File: src/common/vtfs_regs.vh
// Register map, field positions, reset values and timing constants of the VT failure supervision block
`ifndef VTFS_REGS_VH
`define VTFS_REGS_VH

// Register byte addresses
`define VTFS_ADDR_CTRL      8'h00
`define VTFS_ADDR_DELAY     8'h04
`define VTFS_ADDR_CMD       8'h08
`define VTFS_ADDR_STATUS    8'h0C
`define VTFS_ADDR_IRQ_STAT  8'h10
`define VTFS_ADDR_IRQ_EN    8'h14
`define VTFS_ADDR_IRQ_CLR   8'h18

// Control register fields
`define VTFS_CTRL_RESP_LSB  0
`define VTFS_CTRL_SRC_LSB   2
`define VTFS_CTRL_AUTO_BIT  4
`define VTFS_CTRL_RST       5'h00

// Response selection codes
`define VTFS_RESP_DISABLED  2'h0
`define VTFS_RESP_BLOCKING  2'h1
`define VTFS_RESP_INDICATE  2'h2

// Detection source selection codes
`define VTFS_SRC_MEAS_MCB   2'h0
`define VTFS_SRC_MEAS_ONLY  2'h1
`define VTFS_SRC_MCB_ONLY   2'h2

// Command register: bit 0 requests a manual reset of the latch
`define VTFS_CMD_RESET_BIT  0

// Latch delay reset value in clock ticks
`define VTFS_DELAY_RST      32'h000F4240

// Interrupt status bits
`define VTFS_IRQ_LATCH      0
`define VTFS_IRQ_ALARM      1
`define VTFS_IRQ_CLEAR      2
`define VTFS_IRQ_W          3

// Phase voltage level detector thresholds in volts
`define VTFS_V_DROPOFF      8'h0A
`define VTFS_V_PICKUP       8'h1E

// Timing: clock rate in kHz and window lengths in ms
`define VTFS_CLK_KHZ        100000
`define VTFS_T_COLLAPSE_MS  40
`define VTFS_T_ENERGISE_MS  240
`define VTFS_T_DIST_MS      20

`endif

File: src/verilog/vtfs_timer.v
// Pickup timer: reports done once run has been high for limit clock ticks
`timescale 1ns/1ps
module vtfs_timer (
  input  wire        clk_sys,
  input  wire        arst_n,
  input  wire        run,
  input  wire [31:0] limit,
  output reg         done
);
  reg  [31:0] cnt_r;
  wire [31:0] cnt_nxt;

  assign cnt_nxt = cnt_r + 32'h00000001;

  // Count while running, restart from zero when run drops
  always @(posedge clk_sys or negedge arst_n) begin
    if (!arst_n) begin
      cnt_r <= 32'h00000000;
      done  <= 1'b0;
    end else if (!run) begin
      cnt_r <= 32'h00000000;
      done  <= 1'b0;
    end else if (!done) begin
      cnt_r <= cnt_nxt;
      if (cnt_nxt >= limit) begin
        done <= 1'b1;
      end
    end
  end
endmodule

File: src/verilog/vtfs_supervision.v
// VT failure supervision: detection, inhibits, timed latch, reset modes, responses and register port
//
// Behaviour
// Enabled-status current elements go non-directional on failure
// Overcurrent inhibits cancel a pending, unlatched block
// Block latches after delay; faults no longer clear
// Manual reset command clears latch once condition gone
// Auto mode clears latch when three phases live
// Response disabled, blocking or indication; blocking blocks
// Blocking response: alarm only after latch delay
// Indication: no blocking; acceleration trip gives early alarm
// Distance block from delayed fast block, poles-open
// Non-distance elements blocked by fast block output
// Breaker auxiliary input raises the failure block
// Poles open, phase overcurrent, NPS current inhibit
// Phase current change over one cycle inhibits
// Latch delay counted in ticks, restarts on drop
// Phase voltage detectors: drop-off 10 V, pickup 30 V
// Superimposed current acts only 40 ms after collapse
// Overcurrent inhibit active 240 ms after energisation
// Source: measurement plus breaker, measurement, breaker only
`timescale 1ns/1ps
`include "vtfs_regs.vh"
module vtfs_supervision #(
  parameter [31:0] COLLAPSE_CYC = `VTFS_T_COLLAPSE_MS * `VTFS_CLK_KHZ,
  parameter [31:0] ENERGISE_CYC = `VTFS_T_ENERGISE_MS * `VTFS_CLK_KHZ,
  parameter [31:0] DIST_CYC     = `VTFS_T_DIST_MS * `VTFS_CLK_KHZ
) (
  input  wire        clk_sys,
  input  wire        arst_n,
  input  wire [7:0]  reg_addr,
  input  wire [31:0] reg_wdata,
  input  wire        reg_wr,
  input  wire        reg_rd,
  output reg  [31:0] reg_rdata,
  input  wire [23:0] phase_v_mag,
  input  wire        neg_seq_volt_det,
  input  wire        neg_seq_current_inhibit,
  input  wire        phase_overcurrent_inhibit,
  input  wire        superimposed_current_det,
  input  wire        all_poles_dead,
  input  wire        breaker_aux_input,
  input  wire        accel_trip,
  input  wire        vt_fail_enabled_status,
  output reg         vt_fail_fast_block,
  output reg         distance_block_out,
  output reg         vt_fail_alarm,
  output reg         element_nondirectional,
  output reg         irq
);
  // Register state
  reg  [4:0]  ctrl_r;
  reg  [31:0] latch_delay;
  reg  [2:0]  irq_stat_r;
  reg  [2:0]  irq_en_r;
  reg         reset_cmd_r;
  // Breaker input synchroniser and filtered level
  reg         mcb_s1_r;
  reg         mcb_s2_r;
  reg         mcb_s3_r;
  reg         mcb_r;
  // Phase level detectors and history
  reg  [2:0]  live_r;
  reg         dead_d_r;
  reg         apd_d_r;
  reg         collapse_win_r;
  reg         energise_win_r;
  reg         sup_block_r;
  // Failure state
  reg         latched_r;
  reg         alarm_early_r;

  wire [1:0]  resp_sel;
  wire [1:0]  src_sel;
  wire        auto_mode;
  wire        all_dead;
  wire        all_live;
  wire        nps_cond;
  wire        loss_cond;
  wire        meas_cond;
  wire        fail_cond;
  wire        inhibit;
  wire        pending;
  wire        active;
  wire        delay_done;
  wire        collapse_done;
  wire        energise_done;
  wire        dist_done;
  wire        latch_clr;
  wire        fb_nxt;
  wire        alarm_nxt;
  wire [2:0]  irq_ev;
  wire [2:0]  irq_clr;

  assign resp_sel  = ctrl_r[`VTFS_CTRL_RESP_LSB+1:`VTFS_CTRL_RESP_LSB];
  assign src_sel   = ctrl_r[`VTFS_CTRL_SRC_LSB+1:`VTFS_CTRL_SRC_LSB];
  assign auto_mode = ctrl_r[`VTFS_CTRL_AUTO_BIT];

  // Per-phase voltage detectors with hysteresis
  genvar gi;
  generate
    for (gi = 0; gi < 3; gi = gi + 1) begin : g_phase
      always @(posedge clk_sys or negedge arst_n) begin
        if (!arst_n) begin
          live_r[gi] <= 1'b0;
        end else if (phase_v_mag[gi*8+7:gi*8] >= `VTFS_V_PICKUP) begin
          live_r[gi] <= 1'b1;
        end else if (phase_v_mag[gi*8+7:gi*8] < `VTFS_V_DROPOFF) begin
          live_r[gi] <= 1'b0;
        end
      end
    end
  endgenerate

  assign all_dead = ~|live_r;
  assign all_live = &live_r;

  // Breaker auxiliary input: three flops, accept when last two agree
  always @(posedge clk_sys or negedge arst_n) begin
    if (!arst_n) begin
      mcb_s1_r <= 1'b0;
      mcb_s2_r <= 1'b0;
      mcb_s3_r <= 1'b0;
      mcb_r    <= 1'b0;
    end else begin
      mcb_s1_r <= breaker_aux_input;
      mcb_s2_r <= mcb_s1_r;
      mcb_s3_r <= mcb_s2_r;
      if (mcb_s2_r == mcb_s3_r) begin
        mcb_r <= mcb_s3_r;
      end
    end
  end

  // Window timers: collapse window, energisation window, distance delay and latch delay
  vtfs_timer u_collapse (
    .clk_sys (clk_sys),
    .arst_n  (arst_n),
    .run     (collapse_win_r),
    .limit   (COLLAPSE_CYC),
    .done    (collapse_done)
  );

  vtfs_timer u_energise (
    .clk_sys (clk_sys),
    .arst_n  (arst_n),
    .run     (energise_win_r),
    .limit   (ENERGISE_CYC),
    .done    (energise_done)
  );

  vtfs_timer u_dist (
    .clk_sys (clk_sys),
    .arst_n  (arst_n),
    .run     (vt_fail_fast_block),
    .limit   (DIST_CYC),
    .done    (dist_done)
  );

  vtfs_timer u_delay (
    .clk_sys (clk_sys),
    .arst_n  (arst_n),
    .run     (pending),
    .limit   (latch_delay),
    .done    (delay_done)
  );

  // Edge history and the two windows opened by edges
  always @(posedge clk_sys or negedge arst_n) begin
    if (!arst_n) begin
      dead_d_r       <= 1'b1;
      apd_d_r        <= 1'b0;
      collapse_win_r <= 1'b0;
      energise_win_r <= 1'b0;
      sup_block_r    <= 1'b0;
    end else begin
      dead_d_r <= all_dead;
      apd_d_r  <= all_poles_dead;
      // Voltage collapse opens the superimposed-current window
      if (all_dead && !dead_d_r) begin
        collapse_win_r <= 1'b1;
      end else if (collapse_done || !all_dead) begin
        collapse_win_r <= 1'b0;
      end
      // Poles-open release opens the overcurrent window
      if (apd_d_r && !all_poles_dead) begin
        energise_win_r <= 1'b1;
      end else if (energise_done || all_poles_dead) begin
        energise_win_r <= 1'b0;
      end
      // Current change inside the window vetoes the three-phase loss
      if (!all_dead) begin
        sup_block_r <= 1'b0;
      end else if (collapse_win_r && superimposed_current_det) begin
        sup_block_r <= 1'b1;
      end
    end
  end

  // Detection conditions and source selection
  assign nps_cond  = neg_seq_volt_det & ~neg_seq_current_inhibit;
  assign loss_cond = all_dead & ~sup_block_r & ~superimposed_current_det;
  assign meas_cond = nps_cond | loss_cond;
  assign fail_cond = (src_sel == `VTFS_SRC_MEAS_ONLY) ? meas_cond :
                     (src_sel == `VTFS_SRC_MCB_ONLY)  ? mcb_r :
                     (meas_cond | mcb_r);

  // Inhibits only hold off detection, never a latched block
  assign inhibit = all_poles_dead | neg_seq_current_inhibit | superimposed_current_det |
                   (phase_overcurrent_inhibit & energise_win_r);
  assign pending = fail_cond & ~inhibit & ~latched_r & (resp_sel != `VTFS_RESP_DISABLED);
  assign active  = pending | latched_r;

  // Latch release by mode
  assign latch_clr = auto_mode ? all_live : (reset_cmd_r & ~fail_cond);

  // Latch after delay; latched block ignores later fault detection
  always @(posedge clk_sys or negedge arst_n) begin
    if (!arst_n) begin
      latched_r <= 1'b0;
    end else if (resp_sel == `VTFS_RESP_DISABLED) begin
      latched_r <= 1'b0;
    end else if (pending && delay_done) begin
      latched_r <= 1'b1;
    end else if (latched_r && latch_clr) begin
      latched_r <= 1'b0;
    end
  end

  // Early alarm in indication mode on acceleration trip
  always @(posedge clk_sys or negedge arst_n) begin
    if (!arst_n) begin
      alarm_early_r <= 1'b0;
    end else if (resp_sel != `VTFS_RESP_INDICATE || !active) begin
      alarm_early_r <= 1'b0;
    end else if (pending && accel_trip) begin
      alarm_early_r <= 1'b1;
    end
  end

  assign fb_nxt    = (resp_sel == `VTFS_RESP_BLOCKING) & active;
  assign alarm_nxt = latched_r | alarm_early_r;

  // Outputs to protection elements
  always @(posedge clk_sys or negedge arst_n) begin
    if (!arst_n) begin
      vt_fail_fast_block     <= 1'b0;
      distance_block_out     <= 1'b0;
      vt_fail_alarm          <= 1'b0;
      element_nondirectional <= 1'b0;
    end else begin
      vt_fail_fast_block     <= fb_nxt;
      // Delayed fast block, or immediately while poles are open or the line is being energised
      distance_block_out     <= vt_fail_fast_block & (dist_done | energise_win_r | apd_d_r);
      vt_fail_alarm          <= alarm_nxt;
      element_nondirectional <= active & vt_fail_enabled_status &
                                (resp_sel != `VTFS_RESP_DISABLED);
    end
  end

  // Interrupt events: latch set, alarm rise, latch cleared
  assign irq_ev  = {latched_r & latch_clr & (resp_sel != `VTFS_RESP_DISABLED),
                    alarm_nxt & ~vt_fail_alarm,
                    pending & delay_done};
  assign irq_clr = (reg_wr && reg_addr == `VTFS_ADDR_IRQ_CLR) ? reg_wdata[`VTFS_IRQ_W-1:0] : 3'h0;

  // Register writes, sticky status with set winning over clear
  always @(posedge clk_sys or negedge arst_n) begin
    if (!arst_n) begin
      ctrl_r      <= `VTFS_CTRL_RST;
      latch_delay <= `VTFS_DELAY_RST;
      irq_en_r    <= 3'h0;
      irq_stat_r  <= 3'h0;
      reset_cmd_r <= 1'b0;
      irq         <= 1'b0;
    end else begin
      reset_cmd_r <= 1'b0;
      if (reg_wr) begin
        if (reg_addr == `VTFS_ADDR_CTRL) begin
          ctrl_r <= reg_wdata[4:0];
        end else if (reg_addr == `VTFS_ADDR_DELAY) begin
          latch_delay <= reg_wdata;
        end else if (reg_addr == `VTFS_ADDR_CMD) begin
          reset_cmd_r <= reg_wdata[`VTFS_CMD_RESET_BIT];
        end else if (reg_addr == `VTFS_ADDR_IRQ_EN) begin
          irq_en_r <= reg_wdata[`VTFS_IRQ_W-1:0];
        end
      end
      irq_stat_r <= (irq_stat_r & ~irq_clr) | irq_ev;
      irq        <= |(((irq_stat_r & ~irq_clr) | irq_ev) & irq_en_r);
    end
  end

  // Read data one cycle after the strobe, zero otherwise
  always @(posedge clk_sys or negedge arst_n) begin
    if (!arst_n) begin
      reg_rdata <= 32'h00000000;
    end else if (!reg_rd) begin
      reg_rdata <= 32'h00000000;
    end else if (reg_addr == `VTFS_ADDR_CTRL) begin
      reg_rdata <= {27'h0000000, ctrl_r};
    end else if (reg_addr == `VTFS_ADDR_DELAY) begin
      reg_rdata <= latch_delay;
    end else if (reg_addr == `VTFS_ADDR_STATUS) begin
      reg_rdata <= {21'h000000, energise_win_r, mcb_r, live_r, element_nondirectional,
                    vt_fail_alarm, distance_block_out, vt_fail_fast_block, pending, latched_r};
    end else if (reg_addr == `VTFS_ADDR_IRQ_STAT) begin
      reg_rdata <= {29'h00000000, irq_stat_r};
    end else if (reg_addr == `VTFS_ADDR_IRQ_EN) begin
      reg_rdata <= {29'h00000000, irq_en_r};
    end else begin
      reg_rdata <= 32'h00000000;
    end
  end
endmodule

File: config.mk
export PLATFORM = sky130hd
export DESIGN_NAME = vtfs_supervision
export DESIGN_NICKNAME = d
export VERILOG_FILES = /design/src/verilog/vtfs_timer.v /design/src/verilog/vtfs_supervision.v
export VERILOG_INCLUDE_DIRS = /design/src /design/src/common
export SDC_FILE = /design/constraint.sdc
export NUM_CORES = 1
export LEC_CHECK = 0
export BUFFER_PORTS_ARGS = -buffer_cell sky130_fd_sc_hd__buf_2
export CORE_MARGIN = 3
export CORE_UTILIZATION = 40
export CTS_CLUSTER_DIAMETER = 40
export CTS_CLUSTER_SIZE = 40
export DETAILED_ROUTE_END_ITERATION = 10
export PLACE_DENSITY_LB_ADDON = 0.25
export SLEW_MARGIN = 20
export SYNTH_ARGS = -nofsm -noshare
export SYNTH_HDL_FRONTEND = slang
export SYNTH_SLANG_ARGS = --single-unit
File: constraint.sdc
create_clock -name clk_sys -period 3.5 [get_ports clk_sys]
set_input_delay 0.175 -clock clk_sys [delete_from_list [all_inputs] [get_ports clk_sys]]
set_output_delay 0.175 -clock clk_sys [all_outputs]
set_load 0.01 [all_outputs]
**Yosys cells after proc, flatten, opt, wreduce, memory -nomap -nowiden**

Cells that the tools add are included.

- Add/subtract/negate cells: 4
- $mul: 0
- Divide/modulo/power cells: 0
- Order comparisons: 10
- Equal/unequal tests: 15
- Shift-type cells: 0
- Mux-type cells: 51
- Bitwise operators: 39
- Reduce and logical (&&, ||, !) cells: 31

Operators by type and width:

| cell | count |
|---|---|
| 32-bit 2-to-1 mux | 11 |
| 32-bit by 1-bit adder with 32-bit output, second input constant | 4 |
| 1-bit 2-to-1 mux | 36 |
| 32-bit by 21-bit >= comparator with 1-bit output, second input constant | 1 |
| 32-bit by 22-bit >= comparator with 1-bit output, second input constant | 1 |
| 32-bit by 25-bit >= comparator with 1-bit output, second input constant | 1 |
| 32-bit >= comparator | 1 |
| 8-bit by 5-bit equality test with 1-bit output, second input constant | 3 |
| 8-bit by 5-bit >= comparator with 1-bit output, second input constant | 3 |
| 8-bit by 4-bit less-than comparator with 1-bit output, second input constant | 3 |
| 1-bit bitwise AND | 16 |
| 8-bit by 4-bit equality test with 1-bit output, second input constant | 2 |
| 2-bit nonzero test | 8 |
| 11-bit 2-to-1 mux | 1 |
| 2-bit inequality test, second input constant | 5 |
| 1-bit inverter | 10 |
| 3-bit 2-to-1 mux | 3 |
| 1-bit bitwise OR | 9 |
| 8-bit by 3-bit equality test with 1-bit output, second input constant | 1 |
| 8-bit zero test | 1 |
| 1-bit logical AND | 7 |
| 3-bit bitwise AND | 2 |
| 3-bit AND reduction | 2 |
| 3-bit OR reduction | 2 |
| 11 further kinds | 17 |

- Register bits after elaboration: 227
- Latch bits: 0
- Bits in writable memories: 0
- Memory bits (read-only): 0
- Bits of input ports: 76
- Memories: 0

**Longest topological paths before layout**

Gate-level depths: netlist of run 1.

- Word-level depth: 16
- Mapped depth: 14

**Modules after synthesis**

Synthesis of run 1 repeated with hierarchy kept, for this count alone.

- Cell total of the unflattened synthesis: 1701
- Area total of the unflattened synthesis: 15509.9 µm²

By module, submodules not included:

| module | instances | cells each | area each (µm²) |
|---|---|---|---|
| vtfs_timer (u_collapse ...) | 3 | 353 | 2891.5 |
| vtfs_supervision | 1 | 289 | 3947.5 |
| vtfs_timer (u_delay) | 1 | 353 | 2887.8 |

**Worst setup path before layout of run 1**

Ideal clock, no wire load.

- Path kind: register to register
- Start: reg u_delay.cnt_r[10]
- End: reg u_delay.done
- Arrival time: 3.190 ns
- Setup slack: 0.177 ns
- Stages on the path, launching flop included: 15
- Buffers on the path: 1
- Clock period less this slack: 3.323 ns
- Cell sequence: dfrtp_1 nand2_1 or4_4 buf_6 or4_4 nor3_4 xor2_1 ha_1 a21o_1 a21oi_1 nor2b_1 o211ai_1 a31oi_1 o31ai_1 o41ai_1

- Word-level cells in the longest chain between the ends: 5

RTL lines:

| element | RTL line | text |
|---|---|---|
| start: declaration | vtfs_timer.v:10 | `reg [31:0] cnt_r;` |
| start signal: assignment | vtfs_timer.v:24 | `cnt_r <= cnt_nxt;` |
| 32-bit by 1-bit adder with 32-bit output | vtfs_timer.v:13 | `assign cnt_nxt = cnt_r + 32'h00000001;` |
| 32-bit >= comparator | vtfs_timer.v:25 | `if (cnt_nxt >= limit) begin` |
| 1-bit 2-to-1 mux | vtfs_timer.v:25 |  |
| 1-bit 2-to-1 mux | vtfs_timer.v:23 | `end else if (!done) begin` |
| 1-bit 2-to-1 mux | vtfs_timer.v:20 | `end else if (!run) begin` |
| end signal: assignment | vtfs_timer.v:19 | `done <= 1'b0;` |
| end signal: assignment | vtfs_timer.v:22 | `done <= 1'b0;` |
| end signal: assignment | vtfs_timer.v:26 | `done <= 1'b1;` |
| end: declaration | vtfs_timer.v:8 | `output reg done` |

Every way passes these cells.
A chain may end at the register's enable or synchronous reset.

**Worst setup path after layout of run 1**

- Start: reg u_delay.cnt_r[14]
- End: reg u_delay.done

Same word-level chain as after synthesis.

==> results by group, run 1 <==
Run status
  – Status: finished clean

Finish
  – Non-Filler Instances: 1925
  – Fillers: 2823
  – Most frequent cells in the layout: dfrtp_1 (219), nor2_1 (149), buf_2 (108), xnor2_1 (97), and2_1 (85)
  – N_diodes: 0
  – Most common cell after layout, fill and taps aside: dfrtp_1
  – Layout cells sized above 1: 18.1%
  – Layout area overhead: 23.4%
  – Final Cell Area: 15600 um2
  – NumNets Final: 1609
  – Post-Route Utilization: 50.6%

Logic synthesis
  – Main combinational cell family by area after synthesis: simple AND/OR/NAND/NOR gates
  – Post-Synth XOR/XNOR Area: 11.1%
  – Top cell type's share of synthesized area: 43.2%
  – Synth top area cells: dfrtp_1 (43%), xnor2_1 (6.7%), nor2_1 (4.4%)
  – Primary FF master, synth: dfrtp_1
  – EDFF count, synth: 0
  – Simple-Gate Fraction of Synth Area: 24.8%
  – Mux share of post-synthesis cell area: 4.78%
  – Synth Net Count: 1441
  – Dominant cell type by area after synthesis: dfrtp_1
  – Sequential-to-total area share from yosys stat: 44.9%
  – Yosys cell types: 66
  – Count of state elements after synthesis: 227
  – Post-synthesis compound-gate area fraction: 7.59%
  – Adder-Cell Fraction of Synth Area: 3.63%
  – Cells after synthesis: 1329
  – Async set-or-reset flop fraction in the synthesized netlist: 100%
  – Yosys warnings: 0
  – Avg Cell Area, Syn: 9.54 um2
  – Mapped Area: 12700 um2

Timing
  – Final Max Slew Viols: 0
  – Minimum clock period: 3.24 ns
  – Fin crit share: 92.5%
  – RSZ-0062 raised after global routing: false
  – Setup TNS: 0 ns
  – Final setup skew: 0.0289 ns
  – Slew HR: 37.5%
  – Worst-Margin Slew: 0.937 ns
  – Final setup violating endpoints: 0
  – F_max: 0.309 GHz
  – Final hold violation count: 0

Worst setup path
  – Flop2flop setup slack: 0.26 ns
  – Kind of critical path: reg -> reg
  – CP Data Required Time: 3.91 ns
  – CP startpoint kind: flop
  – CP Max Fanout: 5
  – Worst R2R Start: u_delay.cnt_r[14]
  – Worst r2r dst: u_delay.done
  – Worst Setup End Kind: flop
  – WP data arrival: 3.65 ns
  – R2R cell count: 12

Floorplanning
  – Die Y: 184 um
  – Num rows: 64
  – Initial core utilization: 41.0%
  – CORE AREA: 30900 um2
  – Die X: 184 um
  – Die area: 33900 um2
  – Io pins: 113

Placed design
  – Dpl hpwl: 19900 um
  – Placer Congestion: 0.834
  – Buffers on Ports: 109
  – Cells after DPL: 1802
  – Placed Area: 13700 um2

Global route
  – First-pass GRT wire length: 49100 um
  – Largest net degree at the start of global routing: 100
  – Vias in the first global route: 9878
  – Initial antenna violation count: 0
  – Total global-route track usage: 17.4%
  – Grt ovf: 0

Pwr
  – PD cells: 451 nW/um2
  – VDD IR max: 0.000355 V
  – Cell leakage power: 0.00708 uW

Clock network
  – Worst-path clk slew: 0.06 ns
  – Clock buffer depth: 3
  – CTS root buffer: clkbuf_16
  – Htree depth: 2
  – Worst skew pair latency: 0.52 ns
  – CTS Buf Count: 41
  – TritonCTS clock tree: built
  – CTS sink cnt: 227

Detailed routing
  – Antenna-violating nets left: 0
  – Wire per inst: 15.1 um
  – Via/cell ratio: 5.20
  – Vias: 10.0k
  – Routed wire length: 29100 um
  – Drt initial violations: 542
  – DR DRC count: 0
  – Drt pass-1 iters: 5

Worst hold path
  – Tightest Hold Check Type: in -> reg
  – Worst Hold Path Cells: 5
  – Worst Hold Launch: accel_trip
  – Worst Hold End: alarm_early_r

Flow run
  – Max-cap violations: 0
==> flip-flops by register name (all words and copies together) (netlist names), 3 cells and up <==
name and count:
irq_en_r 3, u_collapse.cnt_r 32, u_energise.cnt_r 32, latch_delay 32
irq_stat_r 3, ctrl_r 5, live_r 3, u_dist.cnt_r 32
reg_rdata 32, u_delay.cnt_r 32
==> where the power goes <==
group / internal, uW / switching (uW) / total (uW)
Combinational: 123 / 147 / 270
Sequential: 2660 / 26.4 / 2690
Clock: 2620 / 1480 / 4100
==> worst max-delay path by stage <==
stage                      start            to  slack, ns  cells after the start
3_3_place_gp   u_delay.cnt_r[14]  u_delay.done       0.14                     12
4_1_cts        u_delay.cnt_r[14]  u_delay.done       0.06                     12
2_1_floorplan  u_delay.cnt_r[10]  u_delay.done       0.18                     14
6_report       u_delay.cnt_r[14]  u_delay.done       0.26                     12
3_5_place_dp   u_delay.cnt_r[14]  u_delay.done       0.09                     12
5_1_grt         u_delay.cnt_r[0]  u_delay.done       0.01                     13
==> through the flow <==
stage	setup slack, ns	total power (uW)	hold WS [ns]
2_1_floorplan	0.177	2820	-0.121
3_3_place_gp	0.139	2960	0.271
3_5_place_dp	0.0914	2960	0.275
4_1_cts	0.0620	7150	0.0979
5_1_grt	0.0112	7310	0.141
6_report	0.263	7060	0.119
==> worst max-delay path, stage by stage, from the launching register on <==
cell,delay [ns]
dfrtp_1,0.39
nand2_1,0.11
or4_4,0.49
or4_4,0.48
or2_1,0.27
xnor2_1,0.14
ha_1,0.30
nand3_1,0.10
nor2_1,0.11
nand2_1,0.09
nor4_2,0.28
a21oi_1,0.14
o41ai_1,0.24
==> cell type report <==
type	instances	area [um2]	area share [%]
Multi-Input combinational cell	995	6580	42.1
Sequential cell	227	5690	36.4
Timing Repair Buffer	184	1250	8.01
Clock buffer	49	1110	7.09
Tap cell	396	495	3.17
Clock inverter	26	328	2.10
Inverter	48	180	1.15
==> cell usage after synthesis, drive strengths merged (8+ instances only) <==
| cell | count |
|---|---|
| and4 | 8 |
| nand4 | 38 |
| dfrtp | 219 |
| nor4 | 22 |
| dfstp | 8 |
| or3 | 11 |
| xnor2 | 97 |
| o21ai | 32 |
| a21boi | 8 |
| nor3 | 45 |
| nor2 | 149 |
| a21o | 10 |
| nand2 | 80 |
| nand2b | 10 |
| or2 | 9 |
| nor3b | 8 |
| and3 | 28 |
| nand3 | 79 |
| and2 | 85 |
| inv | 47 |
| mux2 | 44 |
| a21oi | 27 |
| clkbuf | 52 |
| nor2b | 13 |
| ha | 36 |
| xor2 | 63 |
| mux2i | 11 |
==> logic make-up after synthesis <==
kind of cell	Yosys count
AND/OR/NAND/NOR	601
flip-flops	227
XOR/XNOR	160
AO/OA/AOI/OAI	142
buffers and inverters	107
multiplexers	55
adder cells (fa/ha/maj)	37
==> layer usage <==
layer / part of all wire [%] / track usage, % / vias to the layer above
li1: - / - / 4975
met1: 47 / 24.4 / 4829
met2: 47 / 27.8 / 167
met3: 4.2 / 3.26 / 48
met4: 2.0 / 4.75 / 0
met5: 0 / 0 / -
==> timing repair <==
item,4_1_cts,5_1_grt
hold buffers,47,0
buffers inserted,0,1
setup endpoints to repair,0,1
hold endpoints to repair,145,0
gates resized for setup,0,2
(Power assumes the default switching activity.)
==> run 2: changes to the inputs <==
Settings changed: CTS_BUF_LIST set to sky130_fd_sc_hd__clkbuf_16, CTS_CLUSTER_DIAMETER 40 to 50.
Clock period 3.5 ns to 3 ns, I/O delays scaled along.
==> run 2 against run 1 <==
  * The run now ends with negative setup slack left
  * Utilization fell by 0.47 points
  * Final cell count rose by 0.68%
  * Combinational power rose by 18%
  * Clock-buffer cell count fell by 18
  * Die area did not move
  * Non-clock buffer count rose by 31
  * Critical path depth rose by 1
  * Highest routed layer is now met5
  * Wire length rose by 1.3%
  * Power rose by 0.42%
  * Sequential share of layout area rose by 0.34 points
  * Via count rose by 1.4%
  * Sequential power rose by 16%
==> results by group, run 2 (same netlist as run 1, synthesis figures left out) <==
Worst setup path
  – Cell family with most CP delay: simple AND/OR/NAND/NOR gates
  – Kind of critical path: reg -> reg
  – WP data arrival: 3.59 ns
  – Buffers & Inverters on Critical Path: 1
  – Worst Setup End Kind: flop
  – CP peak stage delay: 0.53 ns
  – Slowest CP cell: or4_4
  – CP most frequent cell: or4_4
  – CP Cell Sequence: inv_2, or4_4, or4_4, nor3_4, xor2_1, ha_1, a21o_1, a21oi_2, nor2b_1, o211ai_1, a31oi_1, o31ai_1, o41ai_1
  – CP startpoint kind: flop
  – CP Max Fanout: 3
  – CP Data Required Time: 3.42 ns

Timing
  – Fin crit share: 106%
  – Final setup violating endpoints: 1
  – Slew HR: 40.0%
  – Worst hold slack: 0.0573 ns
  – Final Max Slew Viols: 0
  – Worst-Margin Slew: 0.900 ns
  – Final setup skew: 0.0230 ns
  – F_max: 0.315 GHz
  – Minimum clock period: 3.17 ns
  – Final hold violation count: 0
  – Final setup margin: -0.170 ns
  – RSZ-0062 raised after global routing: true

Clock network
  – CTS sink cnt: 227
  – CTS Buf Count: 30
  – CTS root buffer: clkbuf_16
  – Worst skew pair latency: 0.55 ns
  – TritonCTS clock tree: built
  – Clock buffer depth: 3
  – Worst-path clk slew: 0.07 ns
  – Htree depth: 1

Worst hold path
  – Tightest Hold Check Type: in -> reg

Detailed routing
  – Wire per inst: 15.2 um
  – Drt initial violations: 679
  – Drt pass-1 iters: 6
  – Antenna-violating nets left: 0
  – Via/cell ratio: 5.24
  – Vias: 10.2k
  – DR DRC count: 0
  – Routed wire length: 29500 um

Finish
  – Most frequent cells in the layout: dfrtp_1 (219), nor2_1 (149), buf_2 (108), xnor2_1 (97), and2_1 (85)
  – Most common cell after layout, fill and taps aside: dfrtp_1
  – Fillers: 2862
  – Layout area overhead: 22.2%
  – NumNets Final: 1629
  – Layout cells sized above 1: 19.0%
  – Final Cell Area: 15500 um2

Pwr
  – PD cells: 458 nW/um2
  – VDD IR max: 0.000522 V
  – Cell leakage power: 0.00705 uW

Floorplanning
  – CORE AREA: 30900 um2
  – Io pins: 113
  – Initial core utilization: 41.0%
  – Die Y: 184 um
  – Num rows: 64
  – Die area: 33900 um2
  – Die X: 184 um

Global route
  – First-pass GRT wire length: 49400 um
  – Vias in the first global route: 9900
  – Initial antenna violation count: 2
  – Largest net degree at the start of global routing: 84
  – Total global-route track usage: 17.5%
  – Grt ovf: 0

Run status
  – Failing checks: negative setup slack
  – Status: complete, but fails checks

Placed design
  – Placer Congestion: 0.836
  – Dpl hpwl: 20700 um
  – Buffers on Ports: 109
  – Placed Area: 14000 um2

Flow run
  – Max-cap violations: 0
==> run 2: changes by cell type in the layout (fill, tap and decap cells not counted), moves of 2 or more <==
cell and change:
buf_4 +31, inv_8 -3, clkbuf_16 -12, clkbuf_1 -5
bufinv_16 -2, clkinv_2 +2
==> run 2: power by group <==
group | switching (uW) | internal (uW) | total, uW
clock | 1510 | 2130 | 3640
combinational | 171 | 148 | 319
sequential | 31.3 | 3100 | 3130
total | 1710 | 5380 | 7090
==> run 2: what timing repair did <==
item,4_1_cts,5_1_grt
hold buffers,47,0
endpoints found under the setup margin,1,1
cloned,0,0
gates resized for setup,1,1
setup buffers,0,0
pin swaps,1,0
hold endpoints to repair,136,0
==> run 2: per-layer routing <==
metal | track usage [%] | up-vias | wire length [um]
met5 | 0 | - | 10
met1 | 24.5 | 4912 | 14100
met2 | 28.8 | 196 | 13500
met3 | 2.77 | 48 | 1230
met4 | 4.08 | 2 | 628
li1 | - | 5004 | -
==> run 2: worst min-delay path, stage by stage <==
cell	delay, ns
buf_2	0.12
nor2_1	0.08
nor2_1	0.05
a21oi_1	0.11
nor3b_1	0.06
==> run 2: final timing paths <==
path,startpoint,endpoint,cells past startpoint,slack [ns]
setup / recovery,u_delay.cnt_r[15],u_delay.done,13,-0.17
hold / removal,accel_trip,alarm_early_r,5,0.06
setup reg to reg,u_delay.cnt_r[15],u_delay.done,13,-0.17
hold reg to reg,mcb_s1_r,mcb_s2_r,0,0.36
max in group asynchronous,arst_n,dead_d_r,3,1.92
min in group asynchronous,arst_n,reg_rdata[16],2,0.16
==> run 2: layout make-up <==
cell class	count	area [um2]	share of cell area, %
clock inverters	25	273	1.76
multi-input cells	995	6580	42.5
inverters	48	180	1.16
repair buffers	215	1490	9.65
flip-flops and latches	227	5690	36.7
well taps	396	495	3.20
clock buffers	31	776	5.01
diodes	1	2.50	0.0162
==> run 2: per-stage QoR <==
| step | setup TNS [ns] | std cells | total power (uW) | setup WS (ns) | utilization, % |
|---|---|---|---|---|---|
| after detailed placement | -0.144 | 1834 | 3470 | -0.144 | 45.2 |
| after floorplan | -0.192 | 1329 | 3280 | -0.192 | - |
| final | -0.170 | 1938 | 7090 | -0.170 | 50.1 |
| after global routing | -0.335 | 1938 | 7370 | -0.335 | 50.1 |
| after CTS | -0.120 | 1937 | 7210 | -0.120 | 50.1 |
| after global placement | -0.140 | 1834 | 3460 | -0.140 | 45.2 |
==> run 3: changes to the inputs <==
Settings changed: PLACE_DENSITY_LB_ADDON 0.25 to 0.12.
==> run 3 against run 2 <==
  * The run still ends with negative setup slack left
  * Non-clock buffer count rose by 2
  * Clock skew decreased by 0.010 ns
  * Highest routed layer unchanged
  * Clock power grew 9.1%
  * Largest cell class unchanged
  * Register-to-register slack improved by 0.02 ns
  * Sequential power hardly changed
  * Critical path depth unchanged
  * Clock-buffer cell count up 6
  * Combinational power barely moved
  * First-iteration DRC count fell by 30%
  * Flip-flop and latch count is the same
  * Utilization rose by 0.49 points
  * Global-route usage is 1.0 points higher
==> results by group, run 3 (same netlist as run 1, synthesis figures left out) <==
Run status
  – Status: complete, but fails checks
  – Failing checks: negative setup slack

Worst hold path
  – Worst Hold Path Cells: 5
  – Worst Hold Launch: accel_trip
  – Tightest Hold Check Type: in -> reg
  – Worst Hold End: alarm_early_r

Placed design
  – Dpl hpwl: 21500 um
  – Buffers on Ports: 109
  – Placed Area: 14000 um2
  – Placer Congestion: 0.897

Timing
  – Final setup violating endpoints: 1
  – Final Max Slew Viols: 0
  – F_max: 0.318 GHz
  – RSZ-0062 raised after global routing: true
  – Slew HR: 38.5%
  – Final setup margin: -0.148 ns
  – Fin crit share: 105%
  – Final setup skew: 0.0129 ns
  – Worst-Margin Slew: 0.922 ns
  – Minimum clock period: 3.15 ns
  – Final hold violation count: 0
  – Worst hold slack: 0.0799 ns

Detailed routing
  – Antenna-violating nets left: 0
  – DR DRC count: 0
  – Routed wire length: 30700 um
  – Via/cell ratio: 5.15
  – Vias: 10.0k
  – Drt initial violations: 477
  – Wire per inst: 15.8 um
  – Drt pass-1 iters: 5

Worst setup path
  – Flop2flop setup slack: -0.15 ns
  – Worst R2R Start: u_delay.cnt_r[7]
  – CP startpoint kind: flop
  – CP peak stage delay: 0.46 ns
  – CP Data Required Time: 3.37 ns
  – Buffers & Inverters on Critical Path: 0
  – R2R cell count: 13
  – Slowest CP cell: or4_4
  – Kind of critical path: reg -> reg
  – CP Max Fanout: 3
  – WP data arrival: 3.52 ns
  – CP most frequent cell: or4_4
  – Worst r2r dst: u_delay.done
  – Cell family with most CP delay: simple AND/OR/NAND/NOR gates
  – CP Cell Sequence: nand4_1, or4_4, or4_4, nor3_4, xor2_1, ha_1, a21o_1, a21oi_2, nor2b_1, o211ai_1, a31oi_1, o31ai_2, o41ai_2
  – Worst Setup End Kind: flop

Clock network
  – CTS Buf Count: 35
  – Worst skew pair latency: 0.50 ns
  – CTS sink cnt: 227
  – Post-CTS Setup Inserts: 0
  – TritonCTS clock tree: built
  – CTS root buffer: clkbuf_16
  – Clock buffer depth: 3
  – Htree depth: 2
  – Worst-path clk slew: 0.07 ns

Floorplanning
  – Die area: 33900 um2
  – Initial core utilization: 41.0%
  – Num rows: 64
  – CORE AREA: 30900 um2
  – Die Y: 184 um
  – Io pins: 113
  – Die X: 184 um

Global route
  – Total global-route track usage: 18.5%
  – First-pass GRT wire length: 51700 um
  – Vias in the first global route: 10.0k
  – Largest net degree at the start of global routing: 79
  – Grt ovf: 0
  – Initial antenna violation count: 4

Finish
  – Most common cell after layout, fill and taps aside: dfrtp_1
  – Most frequent cells in the layout: dfrtp_1 (219), nor2_1 (149), buf_2 (108), xnor2_1 (97), and2_1 (85)
  – Layout cells sized above 1: 19.2%
  – Layout area overhead: 23.4%
  – NumNets Final: 1636
  – Final Cell Area: 15600 um2

Pwr
  – Cell leakage power: 0.00712 uW
  – VDD IR max: 0.000328 V
  – PD cells: 475 nW/um2

Flow run
  – Max-cap violations: 0
## run 3: cell count changes in the layout (fill, tap and decap cells not counted), sizes merged
cell / before / now
clkinvlp: 3 / 6
clkbuf: 31 / 37
buf: 168 / 170
diode: 1 / 3
clkinv: 13 / 10
## run 3: worst max-delay path by stage
| stage | endpoint | from | depth (start not counted) |
|---|---|---|---|
| after floorplan | u_delay.done | u_delay.cnt_r[10] | 14 |
| after global placement | u_delay.done | u_delay.cnt_r[15] | 12 |
| after detailed placement | u_delay.done | u_delay.cnt_r[12] | 12 |
| after CTS | u_delay.done | u_delay.cnt_r[12] | 13 |
| after global routing | u_delay.done | u_delay.cnt_r[7] | 13 |
| final | u_delay.done | u_delay.cnt_r[7] | 13 |
## run 3: what timing repair did
action	in CTS	in global routing
hold buffers	47	0
setup endpoints to repair	1	1
hold endpoints to repair	127	0
resized for setup	1	3
## run 3: tightest hold or removal path: cells and delay by family
kind | cells | cell delay (ns)
buffers and inverters | 1 | 0.11
AO/OA/AOI/OAI | 1 | 0.11
AND/OR/NAND/NOR | 3 | 0.18
## run 3: per-stage QoR
| stage | worst slack, ns | util [%] | setup TNS (ns) | total power (uW) | instances |
|---|---|---|---|---|---|
| 4_1_cts | -0.201 | 50.5 | -0.201 | 7560 | 1945 |
| 3_3_place_gp | -0.0725 | 45.2 | -0.0725 | 3460 | 1836 |
| 2_1_floorplan | -0.192 | - | -0.192 | 3280 | 1329 |
| 3_5_place_dp | -0.205 | 45.2 | -0.205 | 3470 | 1836 |
| 5_1_grt | -0.368 | 50.6 | -0.368 | 7750 | 1948 |
| 6_report | -0.148 | 50.6 | -0.148 | 7430 | 1948 |
## run 3: final cells by class
class / count / area (um2)
Multi-Input combinational cell: 995 / 6600
Clock buffer: 37 / 926
Inverter: 48 / 180
Tap cell: 396 / 495
Clock inverter: 25 / 234
Antenna cell: 3 / 7.51
Fill cell: 2899 / 15300
Timing Repair Buffer: 217 / 1510
Sequential cell: 227 / 5690
## run 3: layer usage
metal	part of all wire (%)	global-route usage [%]	wire, um
met2	47	30.3	14400
met3	4.4	3.19	1340
met5	0.055	0	17
met4	2.0	5.20	622
met1	47	25.5	14300
## run 3: power by group
part	internal, uW	leakage [uW]	switching (uW)
Combinational	148	0.00345	172
Clock	2450	0.000560	1520
Sequential	3100	0.00311	32.7
